===== src/logic/hbd_consts.vh =====
/*
  Constants for the host buffer descriptor engine: register byte offsets,
  control and status bit positions, descriptor field positions and the
  sizes of the descriptor record and of the attributes structure.
  Assumes inclusion by bare name from the design files.
*/
`ifndef HBD_CONSTS_VH
`define HBD_CONSTS_VH

// Register byte offsets (one aligned 32-bit word each)
`define HBD_OFS_CTRL        8'h00
`define HBD_OFS_PAGE_TOTAL  8'h04
`define HBD_OFS_LIST_LO     8'h08
`define HBD_OFS_LIST_HI     8'h0c
`define HBD_OFS_ENTRY_CNT   8'h10
`define HBD_OFS_DBUF_LO     8'h14
`define HBD_OFS_DBUF_HI     8'h18
`define HBD_OFS_STATUS      8'h1c
`define HBD_OFS_CPL_DW0     8'h20
`define HBD_OFS_DESC_SEL    8'h24
`define HBD_OFS_DESC_LO     8'h28
`define HBD_OFS_DESC_HI     8'h2c
`define HBD_OFS_DESC_PAGES  8'h30

// Register decode indices
`define HBD_R_NONE          4'h0
`define HBD_R_CTRL          4'h1
`define HBD_R_PAGE_TOTAL    4'h2
`define HBD_R_LIST_LO       4'h3
`define HBD_R_LIST_HI       4'h4
`define HBD_R_ENTRY_CNT     4'h5
`define HBD_R_DBUF_LO       4'h6
`define HBD_R_DBUF_HI       4'h7
`define HBD_R_STATUS        4'h8
`define HBD_R_CPL_DW0       4'h9
`define HBD_R_DESC_SEL      4'ha
`define HBD_R_DESC_LO       4'hb
`define HBD_R_DESC_HI       4'hc
`define HBD_R_DESC_PAGES    4'hd

// Control bits
`define HBD_CTRL_ENABLE     0
`define HBD_CTRL_FETCH      1
`define HBD_CTRL_QUERY      2

// Status bits
`define HBD_ST_BUSY         0
`define HBD_ST_FETCH_DONE   1
`define HBD_ST_QUERY_DONE   2
`define HBD_ST_OVERFLOW     3

// Descriptor record fields
`define HBD_DESC_ADDR_MSB   63
`define HBD_DESC_ADDR_LSB   0
`define HBD_DESC_PAGES_MSB  95
`define HBD_DESC_PAGES_LSB  64

// Record and structure sizes
`define HBD_REC_SHIFT       4'h0
`define HBD_REC_BYTES       64'h10
`define HBD_LIST_ALIGN_MASK 64'hffff_ffff_ffff_fff0
`define HBD_ATTR_BEATS      9'h100
`define HBD_DEPTH           4'h8
`define HBD_IDX_W           3

`endif


===== src/logic/hbd_engine.v =====
/*
  Host buffer descriptor engine: APB register file, descriptor list
  walker and attributes structure writer over a 16-byte host memory port.
  Assumes a host memory port that holds read data with its acknowledge
  and an APB master that keeps each request steady until pready.
*/
`timescale 1ns/1ps
`include "hbd_consts.vh"

module hbd_engine (
  input  wire         clk_in,
  input  wire         rst_in,
  input  wire         psel_in,
  input  wire         penable_in,
  input  wire         pwrite_in,
  input  wire [7:0]   paddr_in,
  input  wire [31:0]  pwdata_in,
  output reg          pready_out,
  output reg  [31:0]  prdata_out,
  output reg          pslverr_out,
  output reg          mem_req_out,
  output reg          mem_we_out,
  output reg  [63:0]  mem_addr_out,
  output reg  [127:0] mem_wdata_out,
  input  wire         mem_ack_in,
  input  wire [127:0] mem_rdata_in
);

  localparam [2:0] S_IDLE  = 3'h1;
  localparam [2:0] S_FETCH = 3'h2;
  localparam [2:0] S_QUERY = 3'h4;

  ////////////////////////////////////////////////////////////////////////
  // Address decode
  function [3:0] reg_sel;
    input [7:0] a;
    begin
      case (a)
        `HBD_OFS_CTRL:       reg_sel = `HBD_R_CTRL;
        `HBD_OFS_PAGE_TOTAL: reg_sel = `HBD_R_PAGE_TOTAL;
        `HBD_OFS_LIST_LO:    reg_sel = `HBD_R_LIST_LO;
        `HBD_OFS_LIST_HI:    reg_sel = `HBD_R_LIST_HI;
        `HBD_OFS_ENTRY_CNT:  reg_sel = `HBD_R_ENTRY_CNT;
        `HBD_OFS_DBUF_LO:    reg_sel = `HBD_R_DBUF_LO;
        `HBD_OFS_DBUF_HI:    reg_sel = `HBD_R_DBUF_HI;
        `HBD_OFS_STATUS:     reg_sel = `HBD_R_STATUS;
        `HBD_OFS_CPL_DW0:    reg_sel = `HBD_R_CPL_DW0;
        `HBD_OFS_DESC_SEL:   reg_sel = `HBD_R_DESC_SEL;
        `HBD_OFS_DESC_LO:    reg_sel = `HBD_R_DESC_LO;
        `HBD_OFS_DESC_HI:    reg_sel = `HBD_R_DESC_HI;
        `HBD_OFS_DESC_PAGES: reg_sel = `HBD_R_DESC_PAGES;
        default:             reg_sel = `HBD_R_NONE;
      endcase
    end
  endfunction

  reg                  enable_q;
  reg  [31:0]          page_total_q;
  reg  [63:0]          list_base_q;
  reg  [31:0]          entry_cnt_q;
  reg  [63:0]          dbuf_q;
  reg                  fetch_done_q;
  reg                  query_done_q;
  reg                  overflow_q;
  reg  [3:0]           valid_cnt_q;
  reg  [`HBD_IDX_W-1:0] desc_sel_q;
  reg  [2:0]           state_q;
  reg  [31:0]          idx_q;
  reg  [8:0]           beat_q;
  reg                  fetch_go;
  reg                  query_go;
  reg                  st_wr;
  reg                  st_fetch_set;
  reg                  st_query_set;
  wire [63:0]          rd_base;
  wire [31:0]          rd_pages;
  wire [3:0]           sel;
  wire                 take;
  wire                 store_en;
  wire                 last_idx;
  wire [63:0]          list_aligned;

  assign sel  = reg_sel(paddr_in);
  // Write takes effect at the edge where pready is seen high
  assign take = psel_in & penable_in & pready_out;
  // Bits 3:0 of the list address are forced to zero
  assign list_aligned = list_base_q & `HBD_LIST_ALIGN_MASK;
  assign store_en = (state_q == S_FETCH) & mem_req_out & mem_ack_in &
                    (idx_q < {28'h0, `HBD_DEPTH});
  assign last_idx = (idx_q + 32'h1) >= entry_cnt_q;

  ////////////////////////////////////////////////////////////////////////
  // Descriptor store
  hbd_desc_store u_store (
    .clk_in      (clk_in),
    .wr_en_in    (store_en),
    .wr_idx_in   (idx_q[`HBD_IDX_W-1:0]),
    .wr_base_in  (mem_rdata_in[`HBD_DESC_ADDR_MSB:`HBD_DESC_ADDR_LSB]),
    .wr_pages_in (mem_rdata_in[`HBD_DESC_PAGES_MSB:
                               `HBD_DESC_PAGES_LSB]),
    .rd_idx_in   (desc_sel_q),
    .rd_base_out (rd_base),
    .rd_pages_out(rd_pages)
  );

  ////////////////////////////////////////////////////////////////////////
  // Decoded write strobes and done flag set strobes
  always @* begin
    fetch_go = take & pwrite_in & (sel == `HBD_R_CTRL) &
               pwdata_in[`HBD_CTRL_FETCH] & pwdata_in[`HBD_CTRL_ENABLE];
    query_go = take & pwrite_in & (sel == `HBD_R_CTRL) &
               pwdata_in[`HBD_CTRL_QUERY];
    st_wr    = take & pwrite_in & (sel == `HBD_R_STATUS);
    st_fetch_set = (state_q == S_FETCH) &
                   ((mem_req_out & mem_ack_in & last_idx) |
                    (~mem_req_out & (entry_cnt_q == 32'h0)));
    st_query_set = (state_q == S_QUERY) & mem_req_out & mem_ack_in &
                   (beat_q == `HBD_ATTR_BEATS - 9'h1);
  end

  ////////////////////////////////////////////////////////////////////////
  // APB slave: pready one cycle into the access phase
  always @(posedge clk_in) begin
    if (rst_in) begin
      pready_out  <= 1'b0;
      prdata_out  <= 32'h0;
      pslverr_out <= 1'b0;
    end else begin
      pready_out  <= psel_in & penable_in & ~pready_out;
      pslverr_out <= psel_in & penable_in & ~pready_out &
                     (sel == `HBD_R_NONE);
      if (psel_in & penable_in & ~pready_out & ~pwrite_in) begin
        case (sel)
          `HBD_R_CTRL:       prdata_out <= {31'h0, enable_q};
          `HBD_R_PAGE_TOTAL: prdata_out <= page_total_q;
          `HBD_R_LIST_LO:    prdata_out <= list_aligned[31:0];
          `HBD_R_LIST_HI:    prdata_out <= list_aligned[63:32];
          `HBD_R_ENTRY_CNT:  prdata_out <= entry_cnt_q;
          `HBD_R_DBUF_LO:    prdata_out <= dbuf_q[31:0];
          `HBD_R_DBUF_HI:    prdata_out <= dbuf_q[63:32];
          `HBD_R_STATUS:     prdata_out <= {20'h0, valid_cnt_q, 4'h0,
                                            overflow_q, query_done_q,
                                            fetch_done_q,
                                            (state_q != S_IDLE)};
          `HBD_R_CPL_DW0:    prdata_out <= {31'h0, enable_q};
          `HBD_R_DESC_SEL:   prdata_out <= {29'h0, desc_sel_q};
          `HBD_R_DESC_LO:    prdata_out <= rd_base[31:0];
          `HBD_R_DESC_HI:    prdata_out <= rd_base[63:32];
          `HBD_R_DESC_PAGES: prdata_out <= rd_pages;
          default:           prdata_out <= 32'h0;
        endcase
      end else begin
        prdata_out <= 32'h0;
      end
    end
  end

  ////////////////////////////////////////////////////////////////////////
  // Configuration registers; page total, list base and entry count are frozen while enabled
  always @(posedge clk_in) begin
    if (rst_in) begin
      enable_q     <= 1'b0;
      page_total_q <= 32'h0;
      list_base_q  <= 64'h0;
      entry_cnt_q  <= 32'h0;
      dbuf_q       <= 64'h0;
      desc_sel_q   <= {`HBD_IDX_W{1'b0}};
    end else if (take & pwrite_in) begin
      case (sel)
        `HBD_R_CTRL:       enable_q <= pwdata_in[`HBD_CTRL_ENABLE];
        `HBD_R_PAGE_TOTAL: if (!enable_q) page_total_q <= pwdata_in;
        `HBD_R_LIST_LO:    if (!enable_q) list_base_q[31:0] <= pwdata_in;
        `HBD_R_LIST_HI:    if (!enable_q) list_base_q[63:32] <= pwdata_in;
        `HBD_R_ENTRY_CNT:  if (!enable_q) entry_cnt_q <= pwdata_in;
        `HBD_R_DBUF_LO:    dbuf_q[31:0] <= pwdata_in;
        `HBD_R_DBUF_HI:    dbuf_q[63:32] <= pwdata_in;
        `HBD_R_DESC_SEL:   desc_sel_q <= pwdata_in[`HBD_IDX_W-1:0];
        default:           enable_q <= enable_q;
      endcase
    end
  end

  ////////////////////////////////////////////////////////////////////////
  // Sticky done flags: write one clears, a new set wins
  always @(posedge clk_in) begin
    if (rst_in) begin
      fetch_done_q <= 1'b0;
      query_done_q <= 1'b0;
    end else begin
      if (st_fetch_set)
        fetch_done_q <= 1'b1;
      else if (st_wr & pwdata_in[`HBD_ST_FETCH_DONE])
        fetch_done_q <= 1'b0;
      if (st_query_set)
        query_done_q <= 1'b1;
      else if (st_wr & pwdata_in[`HBD_ST_QUERY_DONE])
        query_done_q <= 1'b0;
    end
  end

  ////////////////////////////////////////////////////////////////////////
  // List walker and attributes writer
  always @(posedge clk_in) begin
    if (rst_in) begin
      state_q       <= S_IDLE;
      idx_q         <= 32'h0;
      beat_q        <= 9'h0;
      valid_cnt_q   <= 4'h0;
      overflow_q    <= 1'b0;
      mem_req_out   <= 1'b0;
      mem_we_out    <= 1'b0;
      mem_addr_out  <= 64'h0;
      mem_wdata_out <= 128'h0;
    end else begin
      case (state_q)
        S_IDLE: begin
          idx_q  <= 32'h0;
          beat_q <= 9'h0;
          if (fetch_go & ~enable_q) begin
            state_q     <= S_FETCH;
            valid_cnt_q <= 4'h0;
            overflow_q  <= 1'b0;
          end else if (query_go) begin
            state_q       <= S_QUERY;
            mem_req_out   <= 1'b1;
            mem_we_out    <= 1'b1;
            mem_addr_out  <= dbuf_q;
            // First beat carries the fields, the rest is zero
            mem_wdata_out <= {entry_cnt_q, list_aligned[63:32],
                              list_aligned[31:0], page_total_q};
          end
        end
        S_FETCH: begin
          if (~enable_q) begin
            mem_req_out <= 1'b0;
            state_q     <= S_IDLE;
          end else if (~mem_req_out) begin
            if (entry_cnt_q == 32'h0) begin
              state_q <= S_IDLE;
            end else begin
              mem_req_out  <= 1'b1;
              mem_we_out   <= 1'b0;
              // Record k sits 16 bytes times k past the list base
              mem_addr_out <= list_aligned +
                              {28'h0, idx_q, `HBD_REC_SHIFT};
            end
          end else if (mem_ack_in) begin
            if (store_en)
              valid_cnt_q <= valid_cnt_q + 4'h1;
            else
              overflow_q <= 1'b1;
            if (last_idx) begin
              mem_req_out <= 1'b0;
              state_q     <= S_IDLE;
            end else begin
              idx_q        <= idx_q + 32'h1;
              mem_addr_out <= mem_addr_out + `HBD_REC_BYTES;
            end
          end
        end
        S_QUERY: begin
          if (mem_ack_in) begin
            mem_wdata_out <= 128'h0;
            if (beat_q == `HBD_ATTR_BEATS - 9'h1) begin
              mem_req_out <= 1'b0;
              mem_we_out  <= 1'b0;
              state_q     <= S_IDLE;
            end else begin
              beat_q       <= beat_q + 9'h1;
              mem_addr_out <= mem_addr_out + `HBD_REC_BYTES;
            end
          end
        end
        default: begin
          state_q     <= S_IDLE;
          mem_req_out <= 1'b0;
        end
      endcase
    end
  end

endmodule


===== src/logic/hbd_desc_store.v =====
/*
  Descriptor store: holds the chunk base address and chunk page count
  of the first 8 fetched descriptors, one write port and one registered read port.
  Assumes one clock and a caller that keeps the index in range.
*/
`timescale 1ns/1ps
`include "hbd_consts.vh"

module hbd_desc_store (
  input  wire                  clk_in,
  input  wire                  wr_en_in,
  input  wire [`HBD_IDX_W-1:0] wr_idx_in,
  input  wire [63:0]           wr_base_in,
  input  wire [31:0]           wr_pages_in,
  input  wire [`HBD_IDX_W-1:0] rd_idx_in,
  output reg  [63:0]           rd_base_out,
  output reg  [31:0]           rd_pages_out
);

  reg [63:0] base_mem [0:`HBD_DEPTH-1];
  reg [31:0] page_mem [0:`HBD_DEPTH-1];

  // Write one record, read one record a cycle later
  always @(posedge clk_in) begin
    if (wr_en_in) begin
      base_mem[wr_idx_in] <= wr_base_in;
      page_mem[wr_idx_in] <= wr_pages_in;
    end
    rd_base_out  <= base_mem[rd_idx_in];
    rd_pages_out <= page_mem[rd_idx_in];
  end

endmodule


===== config.mk =====
export PLATFORM = sky130hd
export DESIGN_NAME = hbd_engine
export DESIGN_NICKNAME = d
export VERILOG_FILES = /design/src/logic/hbd_engine.v /design/src/logic/hbd_desc_store.v
export VERILOG_INCLUDE_DIRS = /design/src /design/src/logic
export SDC_FILE = /design/constraint.sdc
export NUM_CORES = 2
export LEC_CHECK = 0
export BUFFER_PORTS_ARGS = -buffer_cell sky130_fd_sc_hd__buf_2
export CAP_MARGIN = 20
export CORE_ASPECT_RATIO = 0.6
export CORE_UTILIZATION = 45
export CTS_CLUSTER_DIAMETER = 100
export DETAILED_ROUTE_END_ITERATION = 10
export GPL_ROUTABILITY_DRIVEN = 0
export PLACE_DENSITY_LB_ADDON = 0.15
export SYNTH_ARGS = -nofsm -noshare
export SYNTH_HDL_FRONTEND = slang
export SYNTH_HIERARCHICAL = 1
export SYNTH_SLANG_ARGS = --single-unit

===== constraint.sdc =====
create_clock -name clk_in -period 10.9 [get_ports clk_in]
set_input_delay 0.545 -clock clk_in [delete_from_list [all_inputs] [get_ports clk_in]]
set_output_delay 0.545 -clock clk_in [all_outputs]
set_load 0.1 [all_outputs]

==> flow_metrics.tcl <==
set metrics [dict create \
    achievable-frequency_mhz 168 \
    maximum_clock_insertion_buffer_count 3 \
    cp_slowest_cell "sky130_fd_sc_hd__dfxtp_1" \
    clkTransAtPathRegs_ns 0.07 \
    synth-edff-count 768 \
    outcome "finished, final reports clean" \
    synthCells 4350 \
    cts_inserted_buffers 121 \
    finalWorstSetupSlack_ns 4.95 \
    antenna_found_initial 44 \
    final_layout_size_suffix_gt1_share_pct 21.3 \
    first_pass_grt_wire_length_mm 270 \
    final.period_utilization_pct 54.5 \
    rr_endpoint "mem_addr_out[55]" \
    syn_avg_cell_area_um2 12.7 \
    timing.critical_path.slowest_cell_delay_ns 0.74 \
    crit_path_max_fanout 46 \
    worst_setup_path_endpoint "mem_addr_out[55]" \
    setup.reg_to_reg.worst_slack_ns 4.95 \
    cp_num_cells 18 \
    layout_min_cycle_time_ns 5.95 \
    maxCapViolCount 0 \
    initial_standard_cell_utilization_of_the_core_pct 45.4 \
    rsz0062_at_grt "no" \
    design.portCount 402 \
    core.rowCount 99 \
    synth_seq_area_share_pct 62.3 \
    nets 4858 \
    category_of_cells_accounting_for_the_largest_share_of_critical_path_delay "simple AND/OR/NAND/NOR gates" \
    syn_area_mm2 0.0551 \
    finalWirelength_mm 192 \
    maximum_vdd_ir_drop_v 0.000131 \
    first_drt_pass_iteration_count 10 \
    synth_cell_type_count 91 \
    postCtsSetupRepairBufs 0 \
    dp_hpwl_mm 133 \
    finished_cell_area_mm2 0.0625 \
    antenna_violating_nets_post_route 0 \
    postPlaceCellArea_mm2 0.0584 \
    numClockSinks 1331 \
    yosys_warning_total 6 \
    tightest_slew_ns 1.34 \
    detail_route.drc_violations 0 \
    ys_dominant_reg_cell "sky130_fd_sc_hd__edfxtp_1" \
    worstSetupStartpointType "flop" \
    hold-path-cell-count 3 \
    leakagePower_nw 20.8 \
    pin_count_of_the_biggest_net_entering_global_routing 102 \
    placement.setup.worst_slack_ns 5.13 \
    cts_root_buf "sky130_fd_sc_hd__clkbuf_16" \
    clock_insertion_delay_worst_skew_ns 0.78 \
    mostFrequentLayoutCells "sky130_fd_sc_hd__edfxtp_1, sky130_fd_sc_hd__nand2_1, sky130_fd_sc_hd__dfxtp_1, sky130_fd_sc_hd__a21oi_1, sky130_fd_sc_hd__buf_2" \
    die_ar_mm2 0.124 \
    portBuffers 365 \
    areaGrowthSynthToFinish_pct 13.4 \
    die_h_um 273 \
    slew_viol_final 0 \
    globalRoute.totalOverflow 0 \
    ctsResizeCount 0 \
    power_density_mw_per_mm2 165 \
    vias 39600 \
    setup_viol 0 \
    die_width_um 454 \
    reg2reg_from "idx_q[2]" \
    cp_data_required_time_ns 11.61 \
    route.detailed.vias_per_inst 6.24 \
    final-hold-violation-count 0 \
    design.core.area_mm2 0.122 \
    worst_ep_arrival_time_ns 6.66 \
    layout.cells.most_common "sky130_fd_sc_hd__edfxtp_1" \
    cp-startpoint "idx_q[2]" \
    crit_buf_inv 1 \
    timing.reg2reg.worst_path_depth 18 \
    cts_hold_buf 0 \
    type_of_the_worst_setup_path "flop to flop" \
    critPathCaptureType "flop" \
    timing.hold.worst.class "input port to flop" \
    crit_path_cell_trace "nand3_1 -> nor2_1 -> nand4_4 -> or2_1 -> nor2_4 -> nand3_1 -> xnor2_1 -> ha_1 -> a21o_1 -> a21o_1 -> a21oi_1 -> o21a_1 -> and3_4 -> a22o_4 -> buf_4 -> nand2_1 -> a21oi_1 -> a31o_2" \
    synth-async-reset-ratio_pct 0 \
    groute.usage.overall_pct 30.4 \
    first_global_vias 36100 \
    wl_per_cell_um 30.3 \
    setup_total_negative_slack_ns 0 \
    htreeDepth 3 \
    place.detailed.instances 6107 \
    ys_seq_elements 1331 \
    detail_route.iter0.violations 5811 \
    final.fill_count 10400 \
    hold_slack_ns 0.0369 \
    timing.max_slew.rel_slack_pct 9.70 \
    timing.clock.skew_ns 0.0456 \
    cts_tree "done" \
    final_cell_count_no_fill 6350 \
]
-- through the flow --
step	power, mW	utilization, %
after floorplan	5.82	-
final	10.3	51.4
after global routing	10.6	51.4
after detailed placement	5.98	48.0
after global placement	5.97	48.0
after CTS	10.3	51.4
-- where the power goes --
group | switching [mW] | internal (mW)
combinational | 0.412 | 0.0939
clock | 1.95 | 2.47
sequential | 0.0417 | 5.33
-- logic make-up after synthesis --
logic type	count (synthesis)	synth area share, %
AND/OR/NAND/NOR	1295	10.6
flip-flops	1331	62.3
adder cells (fa/ha/maj)	71	1.62
buffers and inverters	350	2.81
AO/OA/AOI/OAI	878	10.6
multiplexers	301	10.1
other	1	0.00680
XOR/XNOR	123	1.95
-- area by class of cell --
class | count | area, um2 | area share, %
multi-input combinational | 2672 | 19400 | 31.1
inverter | 53 | 199 | 0.318
antenna | 16 | 40.0 | 0.0641
tap | 1616 | 2020 | 3.24
timing repair buffer | 435 | 2400 | 3.84
clock buffer | 166 | 3400 | 5.44
clock inverter | 61 | 682 | 1.09
sequential | 1331 | 34300 | 55.0
-- worst register-to-register path, stage by stage, from the launching register on --
cell and delay [ns]:
sky130_fd_sc_hd__dfxtp_1 0.74, sky130_fd_sc_hd__nand3_1 0.24, sky130_fd_sc_hd__nor2_1 0.60, sky130_fd_sc_hd__nand4_4 0.24, sky130_fd_sc_hd__or2_1 0.40, sky130_fd_sc_hd__nor2_4 0.17
sky130_fd_sc_hd__nand3_1 0.15, sky130_fd_sc_hd__xnor2_1 0.19, sky130_fd_sc_hd__ha_1 0.32, sky130_fd_sc_hd__a21o_1 0.18, sky130_fd_sc_hd__a21o_1 0.17, sky130_fd_sc_hd__a21oi_1 0.14
sky130_fd_sc_hd__o21a_1 0.26, sky130_fd_sc_hd__and3_4 0.25, sky130_fd_sc_hd__a22o_4 0.47, sky130_fd_sc_hd__buf_4 0.63, sky130_fd_sc_hd__nand2_1 0.42, sky130_fd_sc_hd__a21oi_1 0.22
sky130_fd_sc_hd__a31o_2 0.12
-- per-layer routing --
| layer | share of wire, % | vias up | GRT usage (%) |
|---|---|---|---|
| li1 | - | 16900 | - |
| met1 | 42 | 19800 | 45.0 |
| met2 | 41 | 2508 | 41.5 |
| met3 | 14 | 359 | 11.4 |
| met4 | 2.7 | 34 | 8.09 |
| met5 | 0.25 | - | 0 |
-- how the worst min path moves through the flow --
| stage | start | to | slack (ns) |
|---|---|---|---|
| floorplan | list_base_q[42] | list_base_q[42] | 0.44 |
| global placement | mem_wdata_out[15] | mem_wdata_out[15] | 0.44 |
| detailed placement | mem_wdata_out[12] | mem_wdata_out[12] | 0.44 |
| CTS | mem_rdata_in[50] | u_store/base_mem[5][50] | 0.006 |
| global route | penable_in | pready_out | 0.03 |
| finish | penable_in | pready_out | 0.04 |
-- cells in the mapped netlist, types with 52 or more instances --
cell type | number | area (um2)
sky130_fd_sc_hd__a21oi_1 | 433 | 2170
sky130_fd_sc_hd__a221oi_1 | 52 | 455
sky130_fd_sc_hd__a222oi_1 | 53 | 531
sky130_fd_sc_hd__and3_1 | 56 | 350
sky130_fd_sc_hd__clkbuf_1 | 230 | 863
sky130_fd_sc_hd__dfxtp_1 | 563 | 11300
sky130_fd_sc_hd__edfxtp_1 | 768 | 23100
sky130_fd_sc_hd__ha_1 | 69 | 863
sky130_fd_sc_hd__inv_1 | 53 | 199
sky130_fd_sc_hd__mux2_2 | 100 | 1130
sky130_fd_sc_hd__mux4_2 | 192 | 4320
sky130_fd_sc_hd__nand2_1 | 595 | 2230
sky130_fd_sc_hd__nand3_1 | 153 | 766
sky130_fd_sc_hd__nor2_1 | 238 | 893
sky130_fd_sc_hd__nor3_1 | 73 | 365
sky130_fd_sc_hd__o21ai_0 | 69 | 345
sky130_fd_sc_hd__xnor2_1 | 77 | 674
-- state kept, by name, indices dropped and copies added, names as in the netlist, 60 cells and up --
| signal | cells |
|---|---|
| mem_wdata_out | 124 |
| dbuf_q | 64 |
| u_store/rd_base_out | 64 |
| mem_addr_out | 64 |
| list_base_q | 60 |
| u_store/page_mem | 256 |
| u_store/base_mem | 512 |
Note: power is estimated with default switching activity, not from simulation.
